**src/gsel_consts.svh**
```systemverilog
// constants for the setting group selector
`ifndef GSEL_CONSTS_SVH
`define GSEL_CONSTS_SVH
`define GSEL_GROUPS 8
`define GSEL_IDX_W 3
`define GSEL_SEL_W 4
`define GSEL_SEL_NONE 4'h0
`define GSEL_GROUP_ONE 3'h0
`define GSEL_COUNT_ONE_ONLY 3'h0
`define GSEL_HOLD_CYCLES 2
`define GSEL_MASK_ZERO 8'h00
`define GSEL_MASK_ONE 8'h01
`endif

```
**src/gsel_pkg.sv**
```systemverilog
// types shared by the setting group selector files
`include "gsel_consts.svh"
package gsel_pkg;
  typedef logic [`GSEL_GROUPS-1:0] gsel_mask_type;
  typedef logic [`GSEL_IDX_W-1:0] gsel_idx_type;
  typedef logic [`GSEL_SEL_W-1:0] gsel_sel_type;
  typedef struct packed {
    logic force_change_enable;
    gsel_sel_type forced_group_select;
    gsel_idx_type enabled_group_count;
  } gsel_cfg_type;
  typedef struct packed {
    logic valid;
    gsel_sel_type group;
  } gsel_remote_type;
  typedef struct packed {
    gsel_idx_type active_group;
    gsel_mask_type active_onehot;
    gsel_mask_type enabled_mask;
  } gsel_status_type;
  typedef struct packed {
    logic active_changed;
    logic fail_unconfigured;
    logic fail_force_off;
    logic fail_lower_priority;
    gsel_mask_type newly_enabled;
  } gsel_event_type;
  typedef enum logic [1:0] {
    GSEL_IDLE,
    GSEL_AUTO,
    GSEL_FORCED
  } gsel_mode_type;
endpackage

```
**src/gsel_group_selector_block.sv**
```systemverilog
// setting group selector: arbitrates requests and holds the active group
//
// Functional notes
// up to eight groups, exactly one active
// default: group one only, logic idle
// several enabled groups: requests steer activation
// requests may be pulses or held levels
// simultaneous requests: lowest group number wins
// two held levels: higher priority active
// pulse-selected group latches until another request
// force enable overrides automatic requests entirely
// operator forces only enabled groups, enable set
// force cleared: held levels resume at once
// active group reported one to eight; status.active_group gives 0 to 7 (group one is 0)
// forced selection none or group, default none
// forced group stays until another request
// force enable defaults off, gates panel changes
// used count enables groups; new get defaults
// remote change refused under higher held level
// held group one blocks all others
// request for disabled group is rejected
`timescale 1ns/100ps
`include "gsel_consts.svh"
module gsel_group_selector_block
  import gsel_pkg::*;
#(
  parameter int GROUPS = `GSEL_GROUPS,
  parameter int HOLD_CYCLES = `GSEL_HOLD_CYCLES
) (
  // clock and reset
  input wire logic mclk,
  input wire logic rst_n,
  // group requests from logic and digital inputs
  input wire logic group_one_request,
  input wire logic group_two_request,
  input wire logic group_three_request,
  input wire logic group_four_request,
  input wire logic group_five_request,
  input wire logic group_six_request,
  input wire logic group_seven_request,
  input wire logic group_eight_request,
  // settings
  input wire gsel_pkg::gsel_cfg_type cfg,
  input wire gsel_pkg::gsel_remote_type remote_change,
  // state and events
  output gsel_pkg::gsel_status_type status,
  output gsel_pkg::gsel_event_type events,
  output gsel_pkg::gsel_mode_type mode
);
  import gsel_pkg::*;

  initial begin
    if (GROUPS != `GSEL_GROUPS) begin
      $error("gsel_group_selector_block: GROUPS must be eight");
    end
  end

  // lowest set bit wins; used only to pick the automatic winner, blocking checks use above()
  function automatic gsel_idx_type first_set(input gsel_mask_type m);
    gsel_idx_type idx;
    idx = `GSEL_GROUP_ONE;
    for (int g = `GSEL_GROUPS - 1; g >= 0; g--) begin
      if (m[g]) begin
        idx = gsel_idx_type'(g);
      end
    end
    return idx;
  endfunction

  // groups ahead of idx in priority
  function automatic gsel_mask_type above(input gsel_idx_type idx);
    gsel_mask_type m;
    m = `GSEL_MASK_ZERO;
    for (int g = 0; g < `GSEL_GROUPS; g++) begin
      m[g] = (gsel_idx_type'(g) < idx);
    end
    return m;
  endfunction

  function automatic gsel_mask_type count_mask(input gsel_idx_type cnt);
    gsel_mask_type m;
    m = `GSEL_MASK_ZERO;
    for (int g = 0; g < `GSEL_GROUPS; g++) begin
      m[g] = (gsel_idx_type'(g) <= cnt);
    end
    return m;
  endfunction

  gsel_mask_type req_raw;
  gsel_mask_type req_rise;
  gsel_mask_type req_held;
  assign req_raw = {group_eight_request, group_seven_request, group_six_request,
                    group_five_request, group_four_request, group_three_request,
                    group_two_request, group_one_request};

  gsel_request_classifier #(
    .GROUPS(GROUPS),
    .HOLD_CYCLES(HOLD_CYCLES)
  ) u_classifier (
    .mclk(mclk),
    .rst_n(rst_n),
    .req_in(req_raw),
    .req_rise(req_rise),
    .req_held(req_held)
  );

  // registered state
  gsel_idx_type act_r, act_nxt;
  gsel_mask_type en_prev_r, en_prev_nxt;
  gsel_sel_type fsel_prev_r, fsel_prev_nxt;
  logic fen_prev_r, fen_prev_nxt;
  gsel_event_type ev_r, ev_nxt;
  gsel_mode_type mode_r, mode_nxt;

  // combinational helpers
  gsel_mask_type en_mask;
  gsel_mask_type cand;
  gsel_mask_type held_en;
  gsel_idx_type win;
  gsel_idx_type fidx;
  gsel_idx_type ridx;
  logic force_on;
  logic fsel_named;
  logic fsel_new;
  logic rem_named;

  always_comb begin
    en_mask = count_mask(cfg.enabled_group_count);
    cand = (req_rise | req_held) & en_mask;
    held_en = req_held & en_mask;
    win = first_set(cand);
    force_on = cfg.force_change_enable;
    fsel_named = (cfg.forced_group_select != `GSEL_SEL_NONE);
    fidx = gsel_idx_type'(cfg.forced_group_select - gsel_sel_type'(1));
    fsel_new = (cfg.forced_group_select != fsel_prev_r) || !fen_prev_r;
    rem_named = remote_change.valid && (remote_change.group != `GSEL_SEL_NONE);
    ridx = gsel_idx_type'(remote_change.group - gsel_sel_type'(1));
  end

  always_comb begin
    act_nxt = act_r;
    mode_nxt = mode_r;
    ev_nxt = '0;
    en_prev_nxt = en_mask;
    fsel_prev_nxt = cfg.forced_group_select;
    fen_prev_nxt = force_on;
    ev_nxt.newly_enabled = en_mask & ~en_prev_r;
    if (cfg.enabled_group_count == `GSEL_COUNT_ONE_ONLY) begin
      // single group: nothing to arbitrate
      mode_nxt = GSEL_IDLE;
      act_nxt = `GSEL_GROUP_ONE;
    end else if (!en_mask[act_r]) begin
      // active group just left the enabled set; fall back to group one
      act_nxt = `GSEL_GROUP_ONE;
      mode_nxt = force_on ? GSEL_FORCED : GSEL_AUTO;
    end else if (force_on) begin
      mode_nxt = GSEL_FORCED;
      // automatic inputs and remote parameter ignored here
      if (fsel_named) begin
        if (en_mask[fidx]) begin
          act_nxt = fidx;
        end else begin
          ev_nxt.fail_unconfigured = fsel_new;
        end
      end
    end else begin
      mode_nxt = GSEL_AUTO;
      if (rem_named && (req_rise & en_mask) == `GSEL_MASK_ZERO) begin
        // a fresh pulse outranks a remote write; a held level is judged by priority
        if (!en_mask[ridx]) begin
          ev_nxt.fail_unconfigured = 1'b1;
          if (cand != `GSEL_MASK_ZERO) begin
            act_nxt = win;
          end
        end else if ((held_en & above(ridx)) != `GSEL_MASK_ZERO) begin
          ev_nxt.fail_lower_priority = 1'b1;
          act_nxt = win;
        end else begin
          act_nxt = ridx;
        end
      end else if (cand != `GSEL_MASK_ZERO) begin
        act_nxt = win;
      end
      if (fsel_named && cfg.forced_group_select != fsel_prev_r) begin
        ev_nxt.fail_force_off = 1'b1;
      end
    end
    ev_nxt.active_changed = (act_nxt != act_r);
  end

  always_ff @(posedge mclk or negedge rst_n) begin
    if (!rst_n) begin
      act_r <= `GSEL_GROUP_ONE;
      mode_r <= GSEL_IDLE;
      ev_r <= '0;
      en_prev_r <= `GSEL_MASK_ONE;
      fsel_prev_r <= `GSEL_SEL_NONE;
      fen_prev_r <= 1'b0;
    end else begin
      act_r <= act_nxt;
      mode_r <= mode_nxt;
      ev_r <= ev_nxt;
      en_prev_r <= en_prev_nxt;
      fsel_prev_r <= fsel_prev_nxt;
      fen_prev_r <= fen_prev_nxt;
    end
  end

  // enabled_mask mirrors the registered view so status is all flop-driven
  always_comb begin
    status.active_group = act_r;
    status.active_onehot = gsel_mask_type'(`GSEL_MASK_ONE << act_r);
    status.enabled_mask = en_prev_r;
  end
  assign events = ev_r;
  assign mode = mode_r;
endmodule

```
**src/gsel_request_classifier.sv**
```systemverilog
// sorts each group request into a one-shot pulse and a held level
`timescale 1ns/100ps
`include "gsel_consts.svh"
module gsel_request_classifier #(
  parameter int GROUPS = `GSEL_GROUPS,
  parameter int HOLD_CYCLES = `GSEL_HOLD_CYCLES
) (
  // clock and reset
  input wire logic mclk,
  input wire logic rst_n,
  // raw requests
  input wire logic [GROUPS-1:0] req_in,
  // classified requests
  output logic [GROUPS-1:0] req_rise,
  output logic [GROUPS-1:0] req_held
);
  localparam int CW = $clog2(HOLD_CYCLES) + 1;

  initial begin
    if (HOLD_CYCLES < 2 || GROUPS < 1) begin
      $error("gsel_request_classifier: HOLD_CYCLES must be 2 or more");
    end
  end

  logic [CW-1:0] run_r [GROUPS];
  logic [CW-1:0] run_nxt [GROUPS];

  always_comb begin
    for (int g = 0; g < GROUPS; g++) begin
      run_nxt[g] = run_r[g];
      if (!req_in[g]) begin
        run_nxt[g] = '0;
      end else if (run_r[g] < CW'(HOLD_CYCLES - 1)) begin
        run_nxt[g] = run_r[g] + CW'(1);
      end
      // a level counts only once it has stood long enough; its first cycle is a pulse
      req_rise[g] = req_in[g] && (run_r[g] == '0);
      req_held[g] = req_in[g] && (run_r[g] >= CW'(HOLD_CYCLES - 1));
    end
  end

  always_ff @(posedge mclk or negedge rst_n) begin
    if (!rst_n) begin
      for (int g = 0; g < GROUPS; g++) begin
        run_r[g] <= '0;
      end
    end else begin
      run_r <= run_nxt;
    end
  end
endmodule

```
**config.mk**
```make
export PLATFORM = sky130hd
export DESIGN_NAME = gsel_group_selector_block
export DESIGN_NICKNAME = d
export VERILOG_FILES = /design/src/gsel_pkg.sv /design/src/gsel_group_selector_block.sv /design/src/gsel_request_classifier.sv
export VERILOG_INCLUDE_DIRS = /design/src /design/src/src
export SDC_FILE = /design/constraint.sdc
export NUM_CORES = 1
export LEC_CHECK = 0
export ABC_AREA = 1
export BUFFER_PORTS_ARGS = -buffer_cell sky130_fd_sc_hd__buf_2
export CAP_MARGIN = 30
export CELL_PAD_IN_SITES_DETAIL_PLACEMENT = 1
export CELL_PAD_IN_SITES_GLOBAL_PLACEMENT = 1
export CORE_MARGIN = 5
export CORE_UTILIZATION = 40
export DETAILED_ROUTE_END_ITERATION = 7
export PLACE_DENSITY = 0.77
export SLEW_MARGIN = 20
export SYNTH_ARGS = -nofsm -noshare
export SYNTH_HDL_FRONTEND = slang
export SYNTH_SLANG_ARGS = --single-unit
```
**constraint.sdc**
```tcl
create_clock -name mclk -period 2.51 [get_ports mclk]
set_input_delay 0.502 -clock mclk [delete_from_list [all_inputs] [get_ports mclk]]
set_output_delay 0.502 -clock mclk [all_outputs]
set_load 0.03 [all_outputs]
```
==> summary.md, run 1 <==
| Metric | Value |
|---|---|
| Core Box Area | `6832 µm²` |
| Max Slew Vio Count | `0` |
| Dpl cell area | `3197 µm²` |
| Pwr Density | `958.3 nW/µm²` |
| Initial antenna violation count | `0` |
| Lkg Pwr | `0.001845 µW` |
| Total gr overflow | `0` |
| Vias in the first global route | `2579` |
| WS Path Type | `flip-flop to flip-flop` |
| Synth warn | `0` |
| Clock Path Buffers | `2` |
| Xor/xnor cell area share of the yosys netlist | `0.01555` |
| Vias | `2512` |
| Final wirelength | `7193 µm` |
| Site row count | `30` |
| Top_reg_cell synth | `dfrtp_1` |
| Htree depth | `2` |
| Critical path capture point type | `flip-flop` |
| Clock-pin slew on the worst setup and hold paths | `0.09 ns` |
| Final Setup Violations | `0` |
| Avg Cell Area, Syn | `7.695 µm²` |
| Synth unique cells | `33` |
| Clock buffer count from CTS | `5` |
| DRC | `0` |
| Die area | `8819 µm²` |
| Tcrit/Tclk final | `0.8642` |
| Syn Inst Count | `366` |
| MaxCap Viol Count | `0` |
| Iter 0 DRT Violations | `62` |
| Drt first pass iters | `4` |
| Clock latency on the worst-skew pair | `0.30 ns` |
| Port bufs | `55` |
| Share of cells above drive strength 1 | `0.2272` |
| Fin area | `3292 µm²` |
| Synth async-reset ratio | `1.000` |
| Syn nets | `408` |
| Sink Count | `46` |
| Chip height | `93.91 µm` |
| Worst-Margin Slew | `0.8042 ns` |
| Clock skew | `0.008227 ns` |
| Layout area overhead | `16.88%` |
| Die width | `93.91 µm` |
| Largest family of logic cells by synthesized area | `simple AND/OR/NAND/NOR gates` |
| Worst EP arrival | `2.36 ns` |
| Synth Area in Simple Gates | `0.3030` |
| Achievable clock frequency | `0.4610 GHz` |
| Crit path max fanout | `5` |
| Setup Buffers After CTS | `0` |
| Largest net degree at the start of global routing | `37` |
| Post-synthesis compound-gate area fraction | `0.08752` |
| GP Congestion | `0.8315` |
| All-Layer GR Usage | `0.1740` |
| Synth Area in Adders | `0.08441` |
| Setup TNS | `0 ns` |
| EDFF count, synth | `0` |
| Fillcell total | `914` |
| Final hold vios | `0` |
| Vias/cell | `4.803` |
| Routed len/inst | `13.75 µm` |
| Ports | `56` |
| Crit path time final | `2.169 ns` |
| Hold Crit Class | `input pin to async pin` |
| Starting Density | `0.4123` |
| Hpwl dp | `5850 µm` |
| Sequential share of the synthesized area | `0.4092` |
| Critical Path RT | `2.70 ns` |
| Mux share of post-synthesis cell area | `0` |
| VDD IR max | `0.3752 mV` |
| Nets | `468` |
| First-pass GRT wire length | `12130 µm` |
| Slew headroom | `0.4639` |
| # diodes | `0` |
| Status | `finished clean` |
| Startpoint types | `flip-flop` |
| Post-route antenna net violation count | `0` |
| RSZ-0062 raised after global routing | `no` |
| CTS tree | `done` |
| CTS Root Cell | `clkbuf_8` |
| Seq cells post-synth | `46` |
| Cell area after synthesis | `2816 µm²` |
report_power, final:
part           total (µW)  internal (µW)  switching (µW)
combinational        1680            532            1150
clock                 486            228             259
sequential            988            904            83.5
total                3150           1660            1490
synth_stat cells (3+ instances only):
master | count | share of area
o21ai_0 | 20 | 0.036
xor2_1 | 5 | 0.016
nor3_1 | 7 | 0.012
nand3_2 | 4 | 0.014
o21ai_1 | 3 | 0.0053
dfrtp_1 | 45 | 0.40
o21ai_2 | 3 | 0.0093
nand3_1 | 38 | 0.068
inv_1 | 54 | 0.072
nand2_4 | 3 | 0.012
ha_1 | 19 | 0.084
nand2_2 | 3 | 0.0067
inv_2 | 9 | 0.012
nor2_1 | 32 | 0.043
nand4_1 | 3 | 0.0067
nor2_4 | 4 | 0.016
a21oi_1 | 9 | 0.016
nand2_1 | 85 | 0.11
through the flow:
step | hold WS [ns] | utilization | worst slack (ns) | total power (µW) | instances
floorplan | 0.2064 | - | 0.4755 | 2225 | 366
global placement | 0.4047 | 0.4679 | 0.1568 | 2608 | 515
detailed placement | 0.4100 | 0.4679 | 0.09347 | 2686 | 515
CTS | 0.3085 | 0.4819 | 0.2456 | 3185 | 523
global route | 0.3350 | 0.4819 | 0.1014 | 3448 | 523
finish | 0.2762 | 0.4819 | 0.3410 | 3155 | 523
timing repair:
action                     in CTS  in global routing
gates resized for setup         0                  1
setup endpoints to repair       0                  1
hold buffers                    0                  0
logic make-up (layout without fill, tap and decap cells):
group	after synthesis	in the layout
simple gates	184	184
flops	46	46
other cells	1	1
fa+ha+maj	19	19
xor+xnor	5	5
compound gates	42	42
buf+inv	69	130
layer usage:
layer,global-route usage,part of all wire,routed length [µm],vias to the layer above
met5,0,0,0,-
met4,0.03971,0.0090,65,0
met3,0.02965,0.031,225,7
met2,0.3040,0.49,3490,35
met1,0.2235,0.47,3412,1199
li1,-,-,-,1271
registers in the layout, indices dropped and copies added (netlist names):
name and flops:
act_r 3, en_prev_r 8, events 12, fen_prev_r 1, fsel_prev_r 4, mode 2, u_classifier.run_r 16
worst max-delay path, cell delays in order, from the launching register on:
cell     delay, ns
dfrtp_1       0.34
inv_1         0.07
ha_1          0.24
or2_2         0.34
nor2_1        0.19
nand2_1       0.07
nand2_1       0.12
nor2_4        0.06
nand2_4       0.09
nand2_1       0.06
nand3_1       0.10
nand3_2       0.08
nand3_1       0.10
nand2_1       0.06
nor2_1        0.09
nand2_1       0.06
cell type report:
| class | count | area (µm²) | area share |
|---|---|---|---|
| tap | 96 | 120.1 | 0.03649 |
| timing repair buffer | 57 | 290.3 | 0.08818 |
| clock buffer | 7 | 86.33 | 0.02623 |
| inverter | 65 | 249.0 | 0.07564 |
| clock inverter | 1 | 8.758 | 0.002661 |
| sequential | 46 | 1152 | 0.3501 |
| multi-input combinational | 251 | 1385 | 0.4208 |
final timing paths:
kind / from / depth (start not counted) / slack, ns / end
worst max-delay path: u_classifier.run_r[12] / 15 / 0.34 / events[11]
worst min-delay path: rst_n / 1 / 0.28 / u_classifier.run_r[5]
worst max register to register: u_classifier.run_r[12] / 15 / 0.34 / events[11]
worst min register to register: en_prev_r[3] / 1 / 0.42 / events[3]
max in group asynchronous: rst_n / 2 / 1.55 / act_r[1]
min in group mclk: cfg[6] / 1 / 0.34 / fsel_prev_r[3]
layout by cell type, fill, tap and decap left out:
cell      instances
nand2_1          85
buf_2            55
inv_1            54
dfrtp_1          45
nand3_1          38
nor2_1           32
o21ai_0          19
ha_1             19
inv_2             9
a21oi_1           9
nor3_1            7
clkbuf_8          6
xor2_1            5
nor2_4            4
o21ai_1           4
nand3_2           4
nand2_2           3
nand2_4           3
nand4_1           3
o21ai_2           3
inv_4             2
o211ai_1          2
nor2_2            2
buf_4             2
a31oi_1           1
nand3b_1          1
o22ai_1           1
o21ai_4           1
or2_2             1
o41ai_1           1
and3_1            1
o31ai_1           1
inv_6             1
clkbuf_1          1
dfstp_2           1
conb_1            1
Note: power is estimated with default switching activity, not from simulation.
==> inputs of run 2 (changes only) <==
- SYNTH_HIERARCHICAL: not set -> 1
==> run 2 against run 1 <==
First-iteration DRC count up 11%. Via count up 8.6%. Highest routed layer unchanged. Flip-flop and latch count unchanged.
==> summary.md, run 2 <==
| Metric | Value |
|---|---|
| Status | `finished clean` |
| First-pass GRT wire length | `12770 µm (+5.3%)` |
| GP Congestion | `0.8025 (-3.5%)` |
| Most instantiated library cell after synthesis | `nand2_1` |
| Die area | `9193 µm² (+4.2%)` |
| Multi-input logic area | `1453 µm² (+4.9%)` |
| # diodes | `0 (unchanged)` |
| Top cell type by total area after synthesis | `dfrtp_1` |
| Iter 0 DRT Violations | `69 (+11%)` |
| Synth cell count leaders | `nand2_1 (101), inv_1 (82), nand3_1 (62)` |
| Syn Inst Count | `413 (+13%)` |
| Critical Path RT | `2.70 ns (about the same)` |
| Largest net degree at the start of global routing | `47 (+27%)` |
| Share of cells above drive strength 1 | `0.1958 (-0.03138)` |
| Final wirelength | `7392 µm (+2.8%)` |
| Tcrit/Tclk final | `0.8834 (+0.01920)` |
| EDFF count, synth | `0 (unchanged)` |
| Chip height | `95.88 µm (+2.1%)` |
| Clock Path Buffers | `2 (unchanged)` |
| Core Box Area | `7214 µm² (+5.6%)` |
| Final hold vios | `0 (unchanged)` |
| Syn nets | `455 (+12%)` |
| Max reg flops | `16 (unchanged)` |
| Critical path capture point type | `flip-flop` |
| Clock buffer count from CTS | `5 (unchanged)` |
| Lkg Pwr | `0.002041 µW (+11%)` |
| Synth unique cells | `27 (-18%)` |
| Achievable clock frequency | `0.4510 GHz (-2.2%)` |
| Setup TNS | `0 ns (unchanged)` |
| Nets | `516 (+10%)` |
| Clock skew | `0.01221 ns (+0.003981 ns)` |
| Die width | `95.88 µm (+2.1%)` |
| Synth async-reset ratio | `1.000 (unchanged)` |
| Commonest non-fill, non-tap cell in the layout | `nand2_1` |
| Sink Count | `46 (unchanged)` |
| Inst Count DP | `566 (+9.9%)` |
| Layout Cells excl Fill | `574 (+9.8%)` |
| Vias/cell | `4.751 (-1.1%)` |
| Most frequent cells in the layout | `nand2_1 (101), inv_1 (82), nand3_1 (62)` |
| Vias in the first global route | `2887 (+12%)` |
| Top post-synthesis cells by area | `dfrtp_1 (38%), nand2_1 (13%), nand3_1 (11%)` |
| Hold Crit Class | `input pin to async pin` |
| Synth warn | `6 (+6)` |
| Initial antenna violation count | `0 (unchanged)` |
| Hpwl dp | `5961 µm (+1.9%)` |
| Total gr overflow | `0 (unchanged)` |
| Avg Cell Area, Syn | `7.144 µm² (-7.2%)` |
| Final Setup Violations | `0 (unchanged)` |
| Hold buffers post-CTS | `0 (unchanged)` |
| Drt first pass iters | `4 (unchanged)` |
| Post-route antenna net violation count | `0 (unchanged)` |
| Starting Density | `0.4089 (-0.003322)` |
| MaxCap Viol Count | `0 (unchanged)` |
| Clock latency on the worst-skew pair | `0.31 ns (about the same)` |
| RSZ-0062 raised after global routing | `no` |
| Post-synth top area share | `0.3817 (-0.01814)` |
| Most flop-heavy register | `u_classifier/run_r` |
| Startpoint types | `flip-flop` |
| Fillcell total | `971 (+6.2%)` |
| Cell area after synthesis | `2950 µm² (+4.8%)` |
| Setup Buffers After CTS | `0 (unchanged)` |
| Vias | `2727 (+8.6%)` |
| VDD IR max | `0.4274 mV (+14%)` |
| Reg area | `1152 µm² (unchanged)` |
| Port bufs | `55 (unchanged)` |
| Slew headroom | `0.6084 (+0.1445)` |
| Htree depth | `2 (unchanged)` |
| WS Path Type | `flip-flop to flip-flop` |
| Layout area overhead | `17.22%` |
| CTS Root Cell | `clkbuf_8` |
| Post-CTS Resized | `0 (unchanged)` |
| Crit path max fanout | `5 (unchanged)` |
| Top_reg_cell synth | `dfrtp_1` |
| Crit path time final | `2.217 ns (+0.04819 ns)` |
| DRC | `0 (unchanged)` |
| All-Layer GR Usage | `0.1752 (+0.001263)` |
| Worst-Margin Slew | `0.5874 ns (-0.2168 ns)` |
| Site row count | `31 (+3.3%)` |
| Clock-pin slew on the worst setup and hold paths | `0.10 ns (about the same)` |
| Worst EP arrival | `2.41 ns (+0.05 ns)` |
| Seq cells post-synth | `46 (unchanged)` |
| CTS tree | `done` |
| Ports | `56 (unchanged)` |
| Sequential share of the synthesized area | `0.3906 (-0.01857)` |
| Routed len/inst | `12.88 µm (-6.4%)` |
| Pwr Density | `1010 nW/µm² (+5.4%)` |
| Max Slew Vio Count | `0 (unchanged)` |
[run 2: worst paths after layout]
kind | to | cells after the start | start | slack (ns)
max | events[11] | 17 | u_classifier/run_r[0] | 0.29
min | events[0] | 2 | rst_n | 0.28
min reg2reg | events[1] | 1 | en_prev_r[1] | 0.42
max reg2reg | events[11] | 17 | u_classifier/run_r[0] | 0.29
min in group mclk | fsel_prev_r[3] | 1 | cfg[6] | 0.34
max in group asynchronous | act_r[1] | 2 | rst_n | 1.83
[run 2: power breakdown]
part | internal (µW) | switching [µW] | total [µW]
Combinational | 625 | 1260 | 1880
Sequential | 922 | 106 | 1030
Clock | 299 | 284 | 584
[run 2: logic make-up after synthesis]
| group | synth area share |
|---|---|
| xor+xnor | 0.01187 |
| flops | 0.3906 |
| fa+ha+maj | 0.08058 |
| compound gates | 0.04538 |
| other cells | 0.001271 |
| simple gates | 0.3533 |
| buf+inv | 0.1170 |
[run 2: through the flow]
| step | instance area (µm²) | power, µW | hold WS, ns | setup slack, ns | util |
|---|---|---|---|---|---|
| after global routing | 3458 | 3870 | 0.3195 | 0.008276 | 0.4794 |
| after global placement | 3346 | 2858 | 0.4054 | 0.07451 | 0.4638 |
| after detailed placement | 3346 | 2945 | 0.4170 | 0.01524 | 0.4638 |
| final | 3458 | 3494 | 0.2757 | 0.2928 | 0.4794 |
| after CTS | 3458 | 3541 | 0.2912 | 0.2697 | 0.4794 |
| after floorplan | 2950 | 2461 | 0.2064 | 0.5070 | - |
[run 2: area by class of cell]
type | count | share of cell area
multi-input cells | 278 | 0.4200
flip-flops and latches | 46 | 0.3332
inverters | 85 | 0.09226
repair buffers | 58 | 0.08611
well taps | 99 | 0.03582
clock buffers | 5 | 0.01990
clock inverters | 3 | 0.01266
[run 2: critical path, stage by stage, from the launching register on]
cell and delay, ns:
dfrtp_1 0.36, inv_1 0.08, ha_1 0.24, nand2_1 0.07
inv_1 0.04, or2_2 0.27, nand2_1 0.11, nand2_2 0.08
nor2_2 0.19, nand2_1 0.08, nand2_1 0.06, nor2_1 0.03
nor2_1 0.08, nand2_1 0.08, nand3_1 0.08, nand2_1 0.06
nor2_1 0.10, nand3_1 0.07
[run 2: per-layer routing]
layer | vias to the layer above | share of wire | GRT usage
li1 | 1396 | - | -
met1 | 1283 | 0.45 | 0.2024
met2 | 42 | 0.50 | 0.3295
met3 | 6 | 0.039 | 0.03284
met4 | 0 | 0.0078 | 0.04384
met5 | - | 0 | 0
==> inputs of run 3 (changes only) <==
==> constraint.sdc (replaced) <==
create_clock -name mclk -period 2.51 [get_ports mclk]
set_input_delay 0.1255 -clock mclk [delete_from_list [all_inputs] [get_ports mclk]]
set_output_delay 0.1255 -clock mclk [all_outputs]
set_load 0.03 [all_outputs]
==> run 3 against run 2 <==
Setup slack worse by 0.010 ns. Sequential power about the same. Cell count up 0.70%. Routed wire length up 5.5%. Largest cell class unchanged. Flip-flop and latch count unchanged. Utilization up 0.80 points. Non-clock buffer count up 4.
==> summary.md, run 3 (synthesis gave the netlist of run 2 again) <==
| Metric | Value |
|---|---|
| Worst EP arrival | `2.41 ns (about the same)` |
| Chip height | `95.88 µm (unchanged)` |
| Post-route antenna net violation count | `0 (unchanged)` |
| Ports | `56 (unchanged)` |
| Sink Count | `46 (unchanged)` |
| Total gr overflow | `0 (unchanged)` |
| Vias in the first global route | `3005 (+4.1%)` |
| GP Congestion | `0.7995 (-0.37%)` |
| HP Start | `cfg[7]` |
| Htree depth | `2 (unchanged)` |
| Layout area overhead | `19.17%` |
| CTS tree | `done` |
| Routed len/inst | `13.50 µm (+4.8%)` |
| Final wirelength | `7802 µm (+5.5%)` |
| Die width | `95.88 µm (unchanged)` |
| Port bufs | `55 (unchanged)` |
| Site row count | `31 (unchanged)` |
| Most frequent cells in the layout | `nand2_1 (101), inv_1 (82), nand3_1 (61)` |
| Max Slew Vio Count | `0 (unchanged)` |
| Iter 0 DRT Violations | `77 (+12%)` |
| Worst R2R Start | `u_classifier/run_r[6]` |
| DRC | `0 (unchanged)` |
| Most flop-heavy register | `u_classifier/run_r` |
| CTS Root Cell | `clkbuf_8` |
| WS Path Type | `flip-flop to flip-flop` |
| # diodes | `0 (unchanged)` |
| Crit path max fanout | `5 (unchanged)` |
| Startpoint types | `flip-flop` |
| Pre-CTS WS | `0.3272 ns (+0.3119 ns)` |
| Hpwl dp | `6360 µm (+6.7%)` |
| Starting Density | `0.4089 (unchanged)` |
| Tcrit/Tclk final | `0.8874 (+0.004023)` |
| Clock-pin slew on the worst setup and hold paths | `0.09 ns (about the same)` |
| Clock buffer count from CTS | `5 (unchanged)` |
| Critical Path RT | `2.69 ns (about the same)` |
| Vias | `2744 (+0.62%)` |
| Clock skew | `0.004766 ns (-0.007443 ns)` |
| Commonest non-fill, non-tap cell in the layout | `nand2_1` |
| Hold Crit Class | `input pin to flip-flop` |
| Drt first pass iters | `4 (unchanged)` |
| Crit path time final | `2.227 ns (+0.01010 ns)` |
| All-Layer GR Usage | `0.1866 (+0.01135)` |
| Pwr Density | `992.4 nW/µm² (-1.8%)` |
| Inst Count DP | `565 (-0.18%)` |
| Max reg flops | `16 (unchanged)` |
| Layout Cells excl Fill | `578 (+0.70%)` |
| Status | `finished clean` |
| Nets | `520 (+0.78%)` |
| VDD IR max | `0.3396 mV (-21%)` |
| Initial antenna violation count | `0 (unchanged)` |
| Achievable clock frequency | `0.4490 GHz (-0.45%)` |
| Final Setup Violations | `0 (unchanged)` |
| Critical path capture point type | `flip-flop` |
| Lkg Pwr | `0.002058 µW (+0.82%)` |
| Largest net degree at the start of global routing | `29 (-38%)` |
| Worst-Margin Slew | `0.5044 ns (-0.08291 ns)` |
| First-pass GRT wire length | `13610 µm (+6.5%)` |
| Final hold vios | `0 (unchanged)` |
| Crit. Startpoint | `u_classifier/run_r[6]` |
| PnR worst setup slack | `0.2827 ns (-0.01010 ns)` |
| RSZ-0062 raised after global routing | `no` |
| Setup TNS | `0 ns (unchanged)` |
| Share of cells above drive strength 1 | `0.1921 (-0.003723)` |
| Clock latency on the worst-skew pair | `0.30 ns (about the same)` |
| Die area | `9193 µm² (unchanged)` |
| Slew headroom | `0.6593 (+0.05087)` |
| Vias/cell | `4.747 (about the same)` |
| Clock Path Buffers | `2 (unchanged)` |
| Core Box Area | `7214 µm² (unchanged)` |
| MaxCap Viol Count | `0 (unchanged)` |
run 3: power breakdown:
group | internal (µW) | switching [µW] | total (µW)
sequential | 923 | 123 | 1050
clock | 297 | 253 | 550
combinational | 626 | 1270 | 1890
run 3: repair_timing:
item / in CTS / in global routing
endpoints found under the setup margin: 0 / 1
resized for setup: 0 / 2
hold buffers: 5 / 0
hold endpoints to repair: 21 / 0
setup buffers: 0 / 0
run 3: final timing paths:
path	end	slack (ns)	cells after the start
min	fen_prev_r	0.03	1
max	events[11]	0.28	16
max reg2reg	events[11]	0.28	16
max in group asynchronous	u_classifier/run_r[13]	1.68	3
min in group asynchronous	events[7]	0.32	2
min reg2reg	events[1]	0.42	1
run 3: critical path, cell delays in order, from the launching register on:
cell and delay, ns:
dfrtp_1 0.36, inv_1 0.08, ha_1 0.25, nand2_1 0.08, inv_1 0.05, o21ai_0 0.32, nand2_1 0.13, nor2_2 0.21
nand2_1 0.08, nand2_1 0.07, nand3_1 0.08, nand3_2 0.11, nand2_2 0.06, nand2_1 0.05, nand2_1 0.05, nor2_1 0.08
nand3_1 0.08
run 3: cell type report:
class	count	area [µm²]
inverters	85	319.1
clock buffers	6	72.57
repair buffers	62	352.8
clock inverters	2	37.54
flip-flops and latches	46	1152
well taps	99	123.9
fillers	1000	3699
multi-input cells	278	1458
run 3: per-stage QoR:
stage / hold slack [ns] / cell area (µm²) / power [µW] / utilization
after global placement: 0.2726 / 3331 / 2840 / 0.4617
after CTS: 0.02271 / 3511 / 3538 / 0.4866
after detailed placement: 0.1129 / 3351 / 2960 / 0.4644
after floorplan: -0.1701 / 2950 / 2461 / -
after global routing: 0.01960 / 3516 / 3854 / 0.4873
final: 0.02508 / 3516 / 3489 / 0.4873
run 3: routing by layer:
metal | part of all wire | track usage | vias up | wire [µm]
met2 | 0.51 | 0.3463 | 41 | 3991
met1 | 0.45 | 0.2230 | 1288 | 3473
met4 | 0.011 | 0.04502 | 0 | 89
met5 | 0 | 0 | - | 0
li1 | - | - | 1408 | -
met3 | 0.032 | 0.03049 | 7 | 247
